--- config.mk ---
export PLATFORM = sky130hd
export DESIGN_NAME = pptr_regs
export DESIGN_NICKNAME = d
export VERILOG_FILES = /design/src/verilog/pptr_pkg.sv /design/src/verilog/pptr_regs.sv /design/src/verilog/pptr_corr_adj.sv
export SDC_FILE = /design/constraint.sdc
export NUM_CORES = 1
export LEC_CHECK = 0
export ABC_AREA = 1
export BUFFER_PORTS_ARGS = -buffer_cell sky130_fd_sc_hd__buf_2
export CAP_MARGIN = 40
export CORE_UTILIZATION = 40
export DETAILED_ROUTE_END_ITERATION = 10
export PLACE_DENSITY = 0.58
export REMOVE_ABC_BUFFERS = 1
export SKIP_LAST_GASP = 1
export SYNTH_ARGS = -nofsm -noshare
export SYNTH_HDL_FRONTEND = slang
export SYNTH_SLANG_ARGS = --single-unit
--- constraint.sdc ---
create_clock -name mclk -period 11.2 [get_ports mclk]
set_input_delay 1.68 -clock mclk [delete_from_list [all_inputs] [get_ports mclk]]
set_output_delay 1.68 -clock mclk [all_outputs]
set_load 0.02 [all_outputs]
--- src/verilog/pptr_pkg.sv ---
package pptr_pkg;

   // Register byte offsets within the port's PTP block.
   localparam logic [15:0] PPTR_OFS_RX_LAT = 16'h0c00;
   localparam logic [15:0] PPTR_OFS_TX_LAT = 16'h0c02;
   localparam logic [15:0] PPTR_OFS_ASYM = 16'h0c04;
   localparam logic [15:0] PPTR_OFS_DREQ_HI = 16'h0c08;
   localparam logic [15:0] PPTR_OFS_DREQ_LO = 16'h0c0a;
   localparam logic [15:0] PPTR_OFS_SYNC_HI = 16'h0c0c;
   localparam logic [15:0] PPTR_OFS_SYNC_LO = 16'h0c0e;
   localparam logic [15:0] PPTR_OFS_PDRSP_HI = 16'h0c10;
   localparam logic [15:0] PPTR_OFS_PDRSP_LO = 16'h0c12;
   localparam logic [15:0] PPTR_OFS_TS_STAT = 16'h0c14;
   localparam logic [15:0] PPTR_OFS_TS_EN = 16'h0c16;
   localparam logic [15:0] PPTR_OFS_LDLY_LO = 16'h0c18;
   localparam logic [15:0] PPTR_OFS_LDLY_HI = 16'h0c1a;

   // Reset values.
   localparam logic [15:0] PPTR_RST_RX_LAT = 16'h019f;
   localparam logic [15:0] PPTR_RST_TX_LAT = 16'h002d;
   localparam logic [15:0] PPTR_RST_ZERO = 16'h0000;

   // Field positions.
   localparam int PPTR_ASYM_SIGN_BIT = 15;
   localparam int PPTR_ASYM_MAG_W = 15;
   localparam int PPTR_BIT_SYNC = 15;
   localparam int PPTR_BIT_DREQ = 14;
   localparam int PPTR_BIT_PDRSP = 13;

   // Message kinds seen by the datapath.
   typedef enum logic [1:0] {
      PPTR_MSG_SYNC = 2'h0,
      PPTR_MSG_DREQ = 2'h1,
      PPTR_MSG_PDRSP = 2'h2,
      PPTR_MSG_OTHER = 2'h3
   } pptr_msg_t;

   // Management register access.
   typedef struct packed {
      logic rd;
      logic wr;
      logic [15:0] addr;
      logic [15:0] wdata;
   } pptr_reg_req_t;

   // Egress timestamp capture event from the transmit datapath.
   typedef struct packed {
      logic valid;
      pptr_msg_t kind;
      logic [31:0] time_ns;
   } pptr_ts_evt_t;

   // Correction field adjust request from the datapath.
   typedef struct packed {
      logic valid;
      logic egress;
      pptr_msg_t kind;
      logic [63:0] corr;
   } pptr_corr_req_t;

endpackage

--- src/verilog/pptr_regs.sv ---
`timescale 1ns/1ps
module pptr_regs
   import pptr_pkg::*;
(
   // Clock and reset.
   input wire logic mclk,
   input wire logic rst,
   // Management register port.
   input wire pptr_pkg::pptr_reg_req_t reg_req,
   output logic [15:0] reg_rdata,
   output logic reg_rvalid,
   // Egress timestamp capture.
   input wire pptr_pkg::pptr_ts_evt_t ts_evt,
   // Correction field adjust.
   input wire pptr_pkg::pptr_corr_req_t corr_req,
   output logic corr_valid,
   output logic [63:0] corr_out,
   // Latency and link delay seen by the datapath.
   output logic [15:0] rx_wire_delay_ns,
   output logic [15:0] tx_wire_delay_ns,
   output logic [31:0] link_delay_ns,
   // Port timing status.
   output logic ptp_status,
   output logic ptp_irq
);
   logic [15:0] rx_lat_r;
   logic [15:0] tx_lat_r;
   logic [15:0] asym_r;
   logic [31:0] dreq_ts_r;
   logic [31:0] sync_time_r;
   logic [31:0] pdrsp_ts_r;
   logic [2:0] flag_r;
   logic [2:0] flag_nxt;
   logic [2:0] en_r;
   logic [31:0] ldly_r;
   logic [31:0] wire_time;
   logic [2:0] set_vec;
   logic [2:0] clr_vec;
   logic [15:0] rd_nxt;

   // Reads have no side effects, so only writes need a decode strobe.
   function automatic logic wr_hit(input pptr_reg_req_t q, input logic [15:0] ofs);
      wr_hit = q.wr && (q.addr == ofs);
   endfunction

   // Packs the three flag-position bits into a 16-bit view.
   function automatic logic [15:0] bits3(input logic [2:0] v);
      bits3 = 16'h0;
      bits3[PPTR_BIT_SYNC] = v[2];
      bits3[PPTR_BIT_DREQ] = v[1];
      bits3[PPTR_BIT_PDRSP] = v[0];
   endfunction

   // Picks the three flag-position bits out of a written word.
   function automatic logic [2:0] pick3(input logic [15:0] w);
      pick3 = {w[PPTR_BIT_SYNC], w[PPTR_BIT_DREQ], w[PPTR_BIT_PDRSP]};
   endfunction

   // True when a capture event of the given kind is presented.
   function automatic logic evt_hit(input pptr_ts_evt_t e, input pptr_msg_t k);
      evt_hit = e.valid && (e.kind == k);
   endfunction

   // Receive latency is only held and exported; this block sees egress stamps only.
   // receive latency.
   always_ff @(posedge mclk) begin
      if (rst) begin
         rx_lat_r <= PPTR_RST_RX_LAT;
      end else if (wr_hit(reg_req, PPTR_OFS_RX_LAT)) begin
         rx_lat_r <= reg_req.wdata;
      end
   end

   // A new transmit latency applies from the next capture; stamps already taken keep the old sum.
   // transmit latency.
   always_ff @(posedge mclk) begin
      if (rst) begin
         tx_lat_r <= PPTR_RST_TX_LAT;
      end else if (wr_hit(reg_req, PPTR_OFS_TX_LAT)) begin
         tx_lat_r <= reg_req.wdata;
      end
   end

   // Sign and magnitude are stored as written; the adjuster forms the two's complement value.
   // sign-magnitude asymmetry.
   always_ff @(posedge mclk) begin
      if (rst) begin
         asym_r <= PPTR_RST_ZERO;
      end else if (wr_hit(reg_req, PPTR_OFS_ASYM)) begin
         asym_r <= reg_req.wdata;
      end
   end

   always_ff @(posedge mclk) begin
      if (rst) begin
         ldly_r <= 32'h0;
      end else begin
         if (wr_hit(reg_req, PPTR_OFS_LDLY_LO)) begin
            ldly_r[15:0] <= reg_req.wdata;
         end
         if (wr_hit(reg_req, PPTR_OFS_LDLY_HI)) begin
            ldly_r[31:16] <= reg_req.wdata;
         end
      end
   end

   always_ff @(posedge mclk) begin
      if (rst) begin
         en_r <= 3'h0;
      end else if (wr_hit(reg_req, PPTR_OFS_TS_EN)) begin
         en_r <= pick3(reg_req.wdata);
      end
   end

   // The sum wraps at 32 bits, the width of the captured time.
   // internal egress point plus transmit latency gives wire time.
   assign wire_time = ts_evt.time_ns + {16'h0, tx_lat_r};

   // One capture strobe per message kind; the remaining kind captures nothing.
   assign set_vec = {evt_hit(ts_evt, PPTR_MSG_SYNC),
                     evt_hit(ts_evt, PPTR_MSG_DREQ),
                     evt_hit(ts_evt, PPTR_MSG_PDRSP)};

   // Each capture writes all 32 bits in one edge, so the high and low words never mix two events.
   // both words together.
   always_ff @(posedge mclk) begin
      if (rst) begin
         sync_time_r <= 32'h0;
      end else if (set_vec[2]) begin
         sync_time_r <= wire_time;
      end
   end

   always_ff @(posedge mclk) begin
      if (rst) begin
         dreq_ts_r <= 32'h0;
      end else if (set_vec[1]) begin
         dreq_ts_r <= wire_time;
      end
   end

   always_ff @(posedge mclk) begin
      if (rst) begin
         pdrsp_ts_r <= 32'h0;
      end else if (set_vec[0]) begin
         pdrsp_ts_r <= wire_time;
      end
   end

   assign clr_vec = wr_hit(reg_req, PPTR_OFS_TS_STAT) ?
                    pick3(reg_req.wdata) :
                    3'h0;

   // A capture in the same cycle as a clear keeps its flag, so no ready notice is lost.
   // set wins over write-one clear.
   assign flag_nxt = (flag_r & ~clr_vec) | set_vec;

   always_ff @(posedge mclk) begin
      if (rst) begin
         flag_r <= 3'h0;
      end else begin
         flag_r <= flag_nxt;
      end
   end

   always_ff @(posedge mclk) begin
      if (rst) begin
         ptp_status <= 1'b0;
      end else begin
         ptp_status <= |flag_nxt;
      end
   end

   always_ff @(posedge mclk) begin
      if (rst) begin
         ptp_irq <= 1'b0;
      end else begin
         ptp_irq <= |(flag_nxt & en_r);
      end
   end

   // Unmapped offsets and reserved bits read back as zero.
   always_comb begin
      unique case (reg_req.addr)
         PPTR_OFS_RX_LAT: rd_nxt = rx_lat_r;
         PPTR_OFS_TX_LAT: rd_nxt = tx_lat_r;
         PPTR_OFS_ASYM: rd_nxt = asym_r;
         PPTR_OFS_DREQ_HI: rd_nxt = dreq_ts_r[31:16];
         PPTR_OFS_DREQ_LO: rd_nxt = dreq_ts_r[15:0];
         PPTR_OFS_SYNC_HI: rd_nxt = sync_time_r[31:16];
         PPTR_OFS_SYNC_LO: rd_nxt = sync_time_r[15:0];
         PPTR_OFS_PDRSP_HI: rd_nxt = pdrsp_ts_r[31:16];
         PPTR_OFS_PDRSP_LO: rd_nxt = pdrsp_ts_r[15:0];
         PPTR_OFS_TS_STAT: rd_nxt = bits3(flag_r);
         PPTR_OFS_TS_EN: rd_nxt = bits3(en_r);
         PPTR_OFS_LDLY_LO: rd_nxt = ldly_r[15:0];
         PPTR_OFS_LDLY_HI: rd_nxt = ldly_r[31:16];
         default: rd_nxt = 16'h0;
      endcase
   end

   // Read answer strobe, one cycle after the request.
   always_ff @(posedge mclk) begin
      if (rst) begin
         reg_rvalid <= 1'b0;
      end else begin
         reg_rvalid <= reg_req.rd;
      end
   end

   // Read data holds until the next read, so software may pick it up late.
   always_ff @(posedge mclk) begin
      if (rst) begin
         reg_rdata <= 16'h0;
      end else if (reg_req.rd) begin
         reg_rdata <= rd_nxt;
      end
   end

   // Each export is a flop copy, one cycle behind its register.
   // receive latency export.
   always_ff @(posedge mclk) begin
      if (rst) begin
         rx_wire_delay_ns <= PPTR_RST_RX_LAT;
      end else begin
         rx_wire_delay_ns <= rx_lat_r;
      end
   end

   always_ff @(posedge mclk) begin
      if (rst) begin
         tx_wire_delay_ns <= PPTR_RST_TX_LAT;
      end else begin
         tx_wire_delay_ns <= tx_lat_r;
      end
   end

   always_ff @(posedge mclk) begin
      if (rst) begin
         link_delay_ns <= 32'h0;
      end else begin
         link_delay_ns <= ldly_r;
      end
   end

   // The adjuster registers its result, so the correction outputs also leave a flop.
   pptr_corr_adj u_corr (
      .mclk(mclk),
      .rst(rst),
      .asym(asym_r),
      .req(corr_req),
      .corr_valid(corr_valid),
      .corr_out(corr_out)
   );
endmodule

--- src/verilog/pptr_corr_adj.sv ---
`timescale 1ns/1ps
// Applies the signed asymmetry value to a correction field, registered.
module pptr_corr_adj
   import pptr_pkg::*;
(
   // Clock and reset.
   input wire logic mclk,
   input wire logic rst,
   // Configuration.
   input wire logic [15:0] asym,
   // Request and result.
   input wire pptr_pkg::pptr_corr_req_t req,
   output logic corr_valid,
   output logic [63:0] corr_out
);
   logic [63:0] asym_ext;
   logic add_case;
   logic sub_case;

   always_comb begin
      asym_ext = {49'h0, asym[PPTR_ASYM_MAG_W-1:0]};
      if (asym[PPTR_ASYM_SIGN_BIT]) begin
         asym_ext = 64'h0 - asym_ext;
      end
   end

   assign add_case = !req.egress && (req.kind == PPTR_MSG_SYNC || req.kind == PPTR_MSG_PDRSP);
   assign sub_case = req.egress && req.kind == PPTR_MSG_DREQ;

   always_ff @(posedge mclk) begin
      if (rst) begin
         corr_valid <= 1'b0;
         corr_out <= 64'h0;
      end else begin
         corr_valid <= req.valid;
         if (req.valid) begin
            if (add_case) begin
               corr_out <= req.corr + asym_ext;
            end else if (sub_case) begin
               corr_out <= req.corr - asym_ext;
            end else begin
               corr_out <= req.corr;
            end
         end
      end
   end
endmodule

# Word-level counts from Yosys, hierarchy flattened
# Index checks and enable logic that the tools add are counted.
dict set report totals {
  reg_bits 330
  output_inout_bits 148
  elab_cells 67
}
dict set report op_classes {
  add_sub_neg 4
  eq_ne 17
  mux 5
  n_bitwise 4
  n_reduce_logical 18
}
# operator count
set ops {}
lappend ops {{== test 16 x 12 -> 1 bit, second input constant} 13}
lappend ops {{one-hot mux 16 bit (13 select lines)} 1}
lappend ops {{two-way mux 64 bit} 3}
lappend ops {{adder 64 bit} 1}
lappend ops {{subtractor 64 bit} 1}
lappend ops {{adder 32 x 16 -> 32 bit} 1}
lappend ops {{subtractor 1 x 15 -> 16 bit, first input constant} 1}
lappend ops {{logical AND 1 bit} 12}
lappend ops {{AND 3 bit} 2}
lappend ops {{OR reduction 3 bit} 2}
lappend ops {{== test 2 x 1 -> 1 bit, second input constant} 2}
lappend ops {{== test 2 bit, second input constant} 2}
lappend ops {{zero test 2 bit} 2}
lappend ops {{two-way mux 3 bit} 1}
lappend ops {{inverter 3 bit} 1}
lappend ops {{OR 3 bit} 1}
lappend ops {{zero test 1 bit} 1}
lappend ops {{logical OR 1 bit} 1}

# Longest topological paths before layout
dict set report logic_depth {
  word_depth 8
  ltp_mapped 29
  ltp_nobuf 29
}

# Modules after synthesis
# Synthesis repeated with hierarchy kept, for this count alone.
dict set report hier_totals {
  hier_cells 4896
  area_unflattened_um2 27735.4
}
# module instances cells_per_inst area_each_um2
set modules_own_cells {}
lappend modules_own_cells {pptr_corr_adj 1 3035 15153.3}
lappend modules_own_cells {pptr_regs 1 1861 12582.1}

# Least setup slack after synthesis
# Ideal clock, no wire load.
dict set report synth_timing {
  kind {register to register}
  start {register asym_r[0]}
  end {register u_corr.corr_out[60]}
  setup_time_ns 0.109
  arrival_ns 4.152
  required_time_ns 11.091
  path_slack_ns 6.939
  path_stages_with_launch 20
  n_path_buf 0
  synth_period_minus_slack_ns 4.261
  path_cell_list {dfxtp_1 nor3_1 nand3_1 nor2_1 nand2_1 nand2_1 inv_1 ha_1 a21oi_1 nor2_1 nor2_1 nand2_1 a21oi_1 nand2_1 nand2_1 nand3_1 nand3_1 nand3_1 nand2_1 inv_1}
}
dict set report synth_via {
  elab_chain_cells 5
}
# element line
set synth_rtl {}
lappend synth_rtl {{start, declared} pptr_regs.sv:28} ;# logic [15:0] asym_r;
lappend synth_rtl {{start signal, assigned} pptr_regs.sv:90} ;# asym_r <= reg_req.wdata;
lappend synth_rtl {{subtractor 1 x 15 -> 16 bit} pptr_corr_adj.sv:23} ;# asym_ext = 64'h0 - asym_ext;
lappend synth_rtl {{two-way mux 64 bit (*)} pptr_corr_adj.sv:22} ;# if (asym[PPTR_ASYM_SIGN_BIT]) begin
lappend synth_rtl {{subtractor 64 bit} pptr_corr_adj.sv:40} ;# corr_out <= req.corr - asym_ext;
lappend synth_rtl {{two-way mux 64 bit} pptr_corr_adj.sv:39} ;# end else if (sub_case) begin
lappend synth_rtl {{two-way mux 64 bit (*)} pptr_corr_adj.sv:37} ;# if (add_case) begin
lappend synth_rtl {{end signal, assigned} pptr_corr_adj.sv:38} ;# corr_out <= req.corr + asym_ext;
lappend synth_rtl {{end signal, assigned} pptr_corr_adj.sv:40}
lappend synth_rtl {{end signal, assigned} pptr_corr_adj.sv:42} ;# corr_out <= req.corr;
lappend synth_rtl {{end, declared} pptr_corr_adj.sv:14} ;# output logic [63:0] corr_out
# Every way passes the cells marked *; elsewhere a longest branch is shown, timed or not.
# A chain may end at the register's enable or synchronous reset.

# Worst setup path in the final report
dict set report layout_timing {
  start {register asym_r[0]}
  end {register u_corr.corr_out[37]}
}
# The elaborated chain is that of the path after synthesis.

==> summary.txt <==
Setup Buffers After CTS -> 0
Max-Cap Viols -> 0
Syn Inst Count -> 4590
asr flop ratio synth -> 0
Netlist cell types -> 47
Worst Path Max Fanout -> 8
I/O Pins -> 287
Final HPWL DP -> 90500 µm
Pleak -> 0.0160 µW
GRT Max-Usage Layer -> met2
register area share after synthesis -> 0.250
worst r2r src -> asym_r[0]
Max-slew headroom -> 0.368
Max Freq -> 218 MHz
Port Buffers -> 286
drt pass-1 iters -> 6
GR met1 Demand/Resource -> 0.419
die height -> 259 µm
VDD IR max -> 94.4 µV
hold_buf cts -> 0
Syn-to-layout area delta -> 13.2%
post-CTS sizing -> 0
Vias/cell -> 5.28
Routed Antenna Nets -> 0
fin. max-slew vios -> 0
wire per inst -> 20.0 µm
Setup CP Type -> reg2reg
pin count of the biggest net entering global routing -> 96
required time of the critical path -> 11.69 ns
logic gate share of total power -> 0.178
worst skew pair latency -> 0.60 ns
Hold Crit Class -> reg2reg
Period Utilization, post-route -> 0.410
CP startpoint -> asym_r[0]
Critical Path Sink -> u_corr.corr_out[37]
Iteration-0 DRC Markers -> 3016
FF+latch count, synth -> 330
status -> finished, final reports clean
Post-synth EDFFs -> 0
Final Setup Violations -> 0
die width -> 259 µm
skew final -> 0.0257 ns
FF-to-FF End -> u_corr.corr_out[37]
Vias -> 30000
CTS clk-pin slew, worst paths -> 0.06 ns
Longest Clk Path Bufs -> 3
layout cells sized above 1 -> 0.0937
P_sw -> 994 µW
Sw Share -> 0.320
Mapped Area -> 26400 µm²
CP arrival -> 5.08 ns
crit start category -> register
GRT met3 Usage -> 0.0453
Sink Count -> 330
GP Congestion -> 1.07
met2 Resource Use GR -> 0.560
vias in the first global route -> 27900
CTS buffer count -> 41
Post-Syn Area per Cell -> 5.76 µm²
final wirelength -> 114000 µm
reg-to-reg setup timing slack -> 6.61 ns
slowest CP cell -> o21ai_0
Rows -> 93
Core Region -> 64900 µm²
ys flop type -> dfxtp_1
Final Net Count -> 5077
Worst-Margin Slew -> 0.947 ns
sequential power share -> 0.396
PwrDens -> 104 nW/µm²
Total Neg Setup Slack -> 0 ns
RSZ-0062 raised after global routing -> no
Overflow after GRT -> 0
YS warnings -> 0
H-tree levels -> 2
Crit. End Element -> register
number of antenna violations at the first check in global routing -> 2
Pint -> 2110 µW
final worst path period need -> 4.59 ns
GRT Total Usage -> 0.331
first-pass GRT wire length -> 169000 µm
Final Hold Vio Count -> 0
Clock Root Buffer -> clkbuf_16
CTS tree -> done
DRC -> 0
Util after Layout -> 0.461
FF-to-FF path depth -> 25
Initial Util -> 0.407
clock power share -> 0.426
max incr delay on CP -> 0.48 ns
Die ar. -> 67100 µm²
[cell type report]
class                      instances  area (µm²)
fill                            7203       35000
multi-input combinational       3217       15900
sequential                       330        6610
inverter                         886        3330
timing repair buffer             315        1740
clock buffer                      54        1120
tap                              855        1070
clock inverter                    20         191
antenna                            2        5.00
[synthesized netlist by cell type, types with 4 or more instances]
cell type | instances | area share
clkbuf_1 | 94 | 0.013
ha_1 | 144 | 0.068
nand3_1 | 300 | 0.057
nand4_1 | 45 | 0.011
nor3_1 | 49 | 0.0093
buf_1 | 13 | 0.0018
o21bai_1 | 12 | 0.0034
clkinv_1 | 4 | 0.00057
a21o_1 | 6 | 0.0017
a31oi_1 | 23 | 0.0054
dfxtp_1 | 330 | 0.25
nand2_1 | 1272 | 0.18
nor2_1 | 460 | 0.065
or2_2 | 12 | 0.0028
nor2_2 | 10 | 0.0024
buf_4 | 4 | 0.0011
nor4_1 | 8 | 0.0019
xnor2_1 | 14 | 0.0046
o21ai_0 | 302 | 0.057
and2_1 | 5 | 0.0012
inv_1 | 869 | 0.12
nand2_2 | 5 | 0.0012
inv_2 | 13 | 0.0018
nor3_2 | 9 | 0.0034
o211ai_1 | 28 | 0.0080
nand3b_1 | 6 | 0.0017
o221ai_1 | 4 | 0.0013
buf_2 | 40 | 0.0076
a211oi_1 | 16 | 0.0045
o22ai_1 | 60 | 0.014
xor2_1 | 51 | 0.017
a21oi_1 | 335 | 0.063
o21ai_2 | 4 | 0.0013
o21ai_1 | 15 | 0.0028
[flip-flops by register name, summed over array words and instances, names as in the netlist, 16 cells and up]
signal,count
rx_wire_delay_ns,16
pdrsp_ts_r,32
reg_rdata,16
rx_lat_r,16
asym_r,16
u_corr.corr_out,64
dreq_ts_r,32
tx_lat_r,16
link_delay_ns,32
ldly_r,32
tx_wire_delay_ns,16
sync_time_r,32
[worst min path at each step]
stage	start	to	slack [ns]	cells past startpoint
floorplan	rx_lat_r[13]	rx_wire_delay_ns[13]	0.42	2
global placement	sync_time_r[2]	sync_time_r[2]	0.45	2
detailed placement	sync_time_r[2]	sync_time_r[2]	0.45	2
CTS	sync_time_r[2]	sync_time_r[2]	0.46	2
global route	sync_time_r[2]	sync_time_r[2]	0.48	2
finish	ldly_r[30]	link_delay_ns[30]	0.46	2
[stage by stage]
step | instances | setup slack, ns | instance area (µm²) | hold slack (ns) | total power [µW]
2_1_floorplan | 4433 | 5.49 | 25800 | 0.423 | 1570
3_3_place_gp | 5595 | 6.64 | 28500 | 0.449 | 1800
3_5_place_dp | 5603 | 6.66 | 28600 | 0.451 | 1800
4_1_cts | 5677 | 6.65 | 29900 | 0.461 | 3120
5_1_grt | 5678 | 6.15 | 29900 | 0.481 | 3230
6_report | 5679 | 6.61 | 29900 | 0.461 | 3110
[power by group through the flow]
stage / Combinational (µW) / Clock [µW] / Sequential (µW)
floorplan: 299 / 0 / 1280
finish: 554 / 1320 / 1230
CTS: 545 / 1350 / 1230
global route: 608 / 1390 / 1230
global placement: 540 / 0 / 1260
detailed placement: 542 / 0 / 1260
[worst max-delay path: cells and delay by family, from the launching register on]
kind / cells / cell delay [ns]
compound gates: 1 / 0.48
flops: 1 / 0.34
xor+xnor: 1 / 0.38
buf+inv: 6 / 0.50
simple gates: 15 / 2.16
fa+ha+maj: 2 / 0.63
[routing by layer]
metal,wire length [µm],share of wire
met1,48100,0.42
met2,52500,0.46
met3,7910,0.070
met4,5200,0.046
met5,13,0.00011
[logic make-up after synthesis]
family	after synthesis	synth area share
compound gates	814	0.166
xor+xnor	65	0.0215
fa+ha+maj	147	0.0704
buf+inv	1043	0.152
flops	330	0.250
simple gates	2191	0.341
[cells in the final DEF (no fill, tap or decap), types with 4 or more instances in the layout]
cell type  netlist  routed
a211oi_1        16      16
a21o_1           6       6
a21oi_1        335     335
a31oi_1         23      23
and2_1           5       5
buf_2           40     284
buf_4            4      23
clkbuf_1        94       8
clkbuf_16        0      41
clkbuf_8         0       5
clkinv_2         0      12
dfxtp_1        330     330
ha_1           144     144
inv_1          869     867
inv_2           13      14
nand2_1       1272    1271
nand2_2          5       6
nand3_1        300     300
nand3b_1         6       6
nand4_1         45      45
nor2_1         460     458
nor2_2          10      10
nor2_4           2       4
nor3_1          49      47
nor3_2           9      11
nor4_1           8       8
o211ai_1        28      28
o21ai_0        302     302
o21ai_1         15      15
o21ai_2          4       4
o21bai_1        12      12
o221ai_1         4       4
o22ai_1         60      60
or2_2           12      12
xnor2_1         14      14
xor2_1          51      51
(Power assumes the default switching activity.)
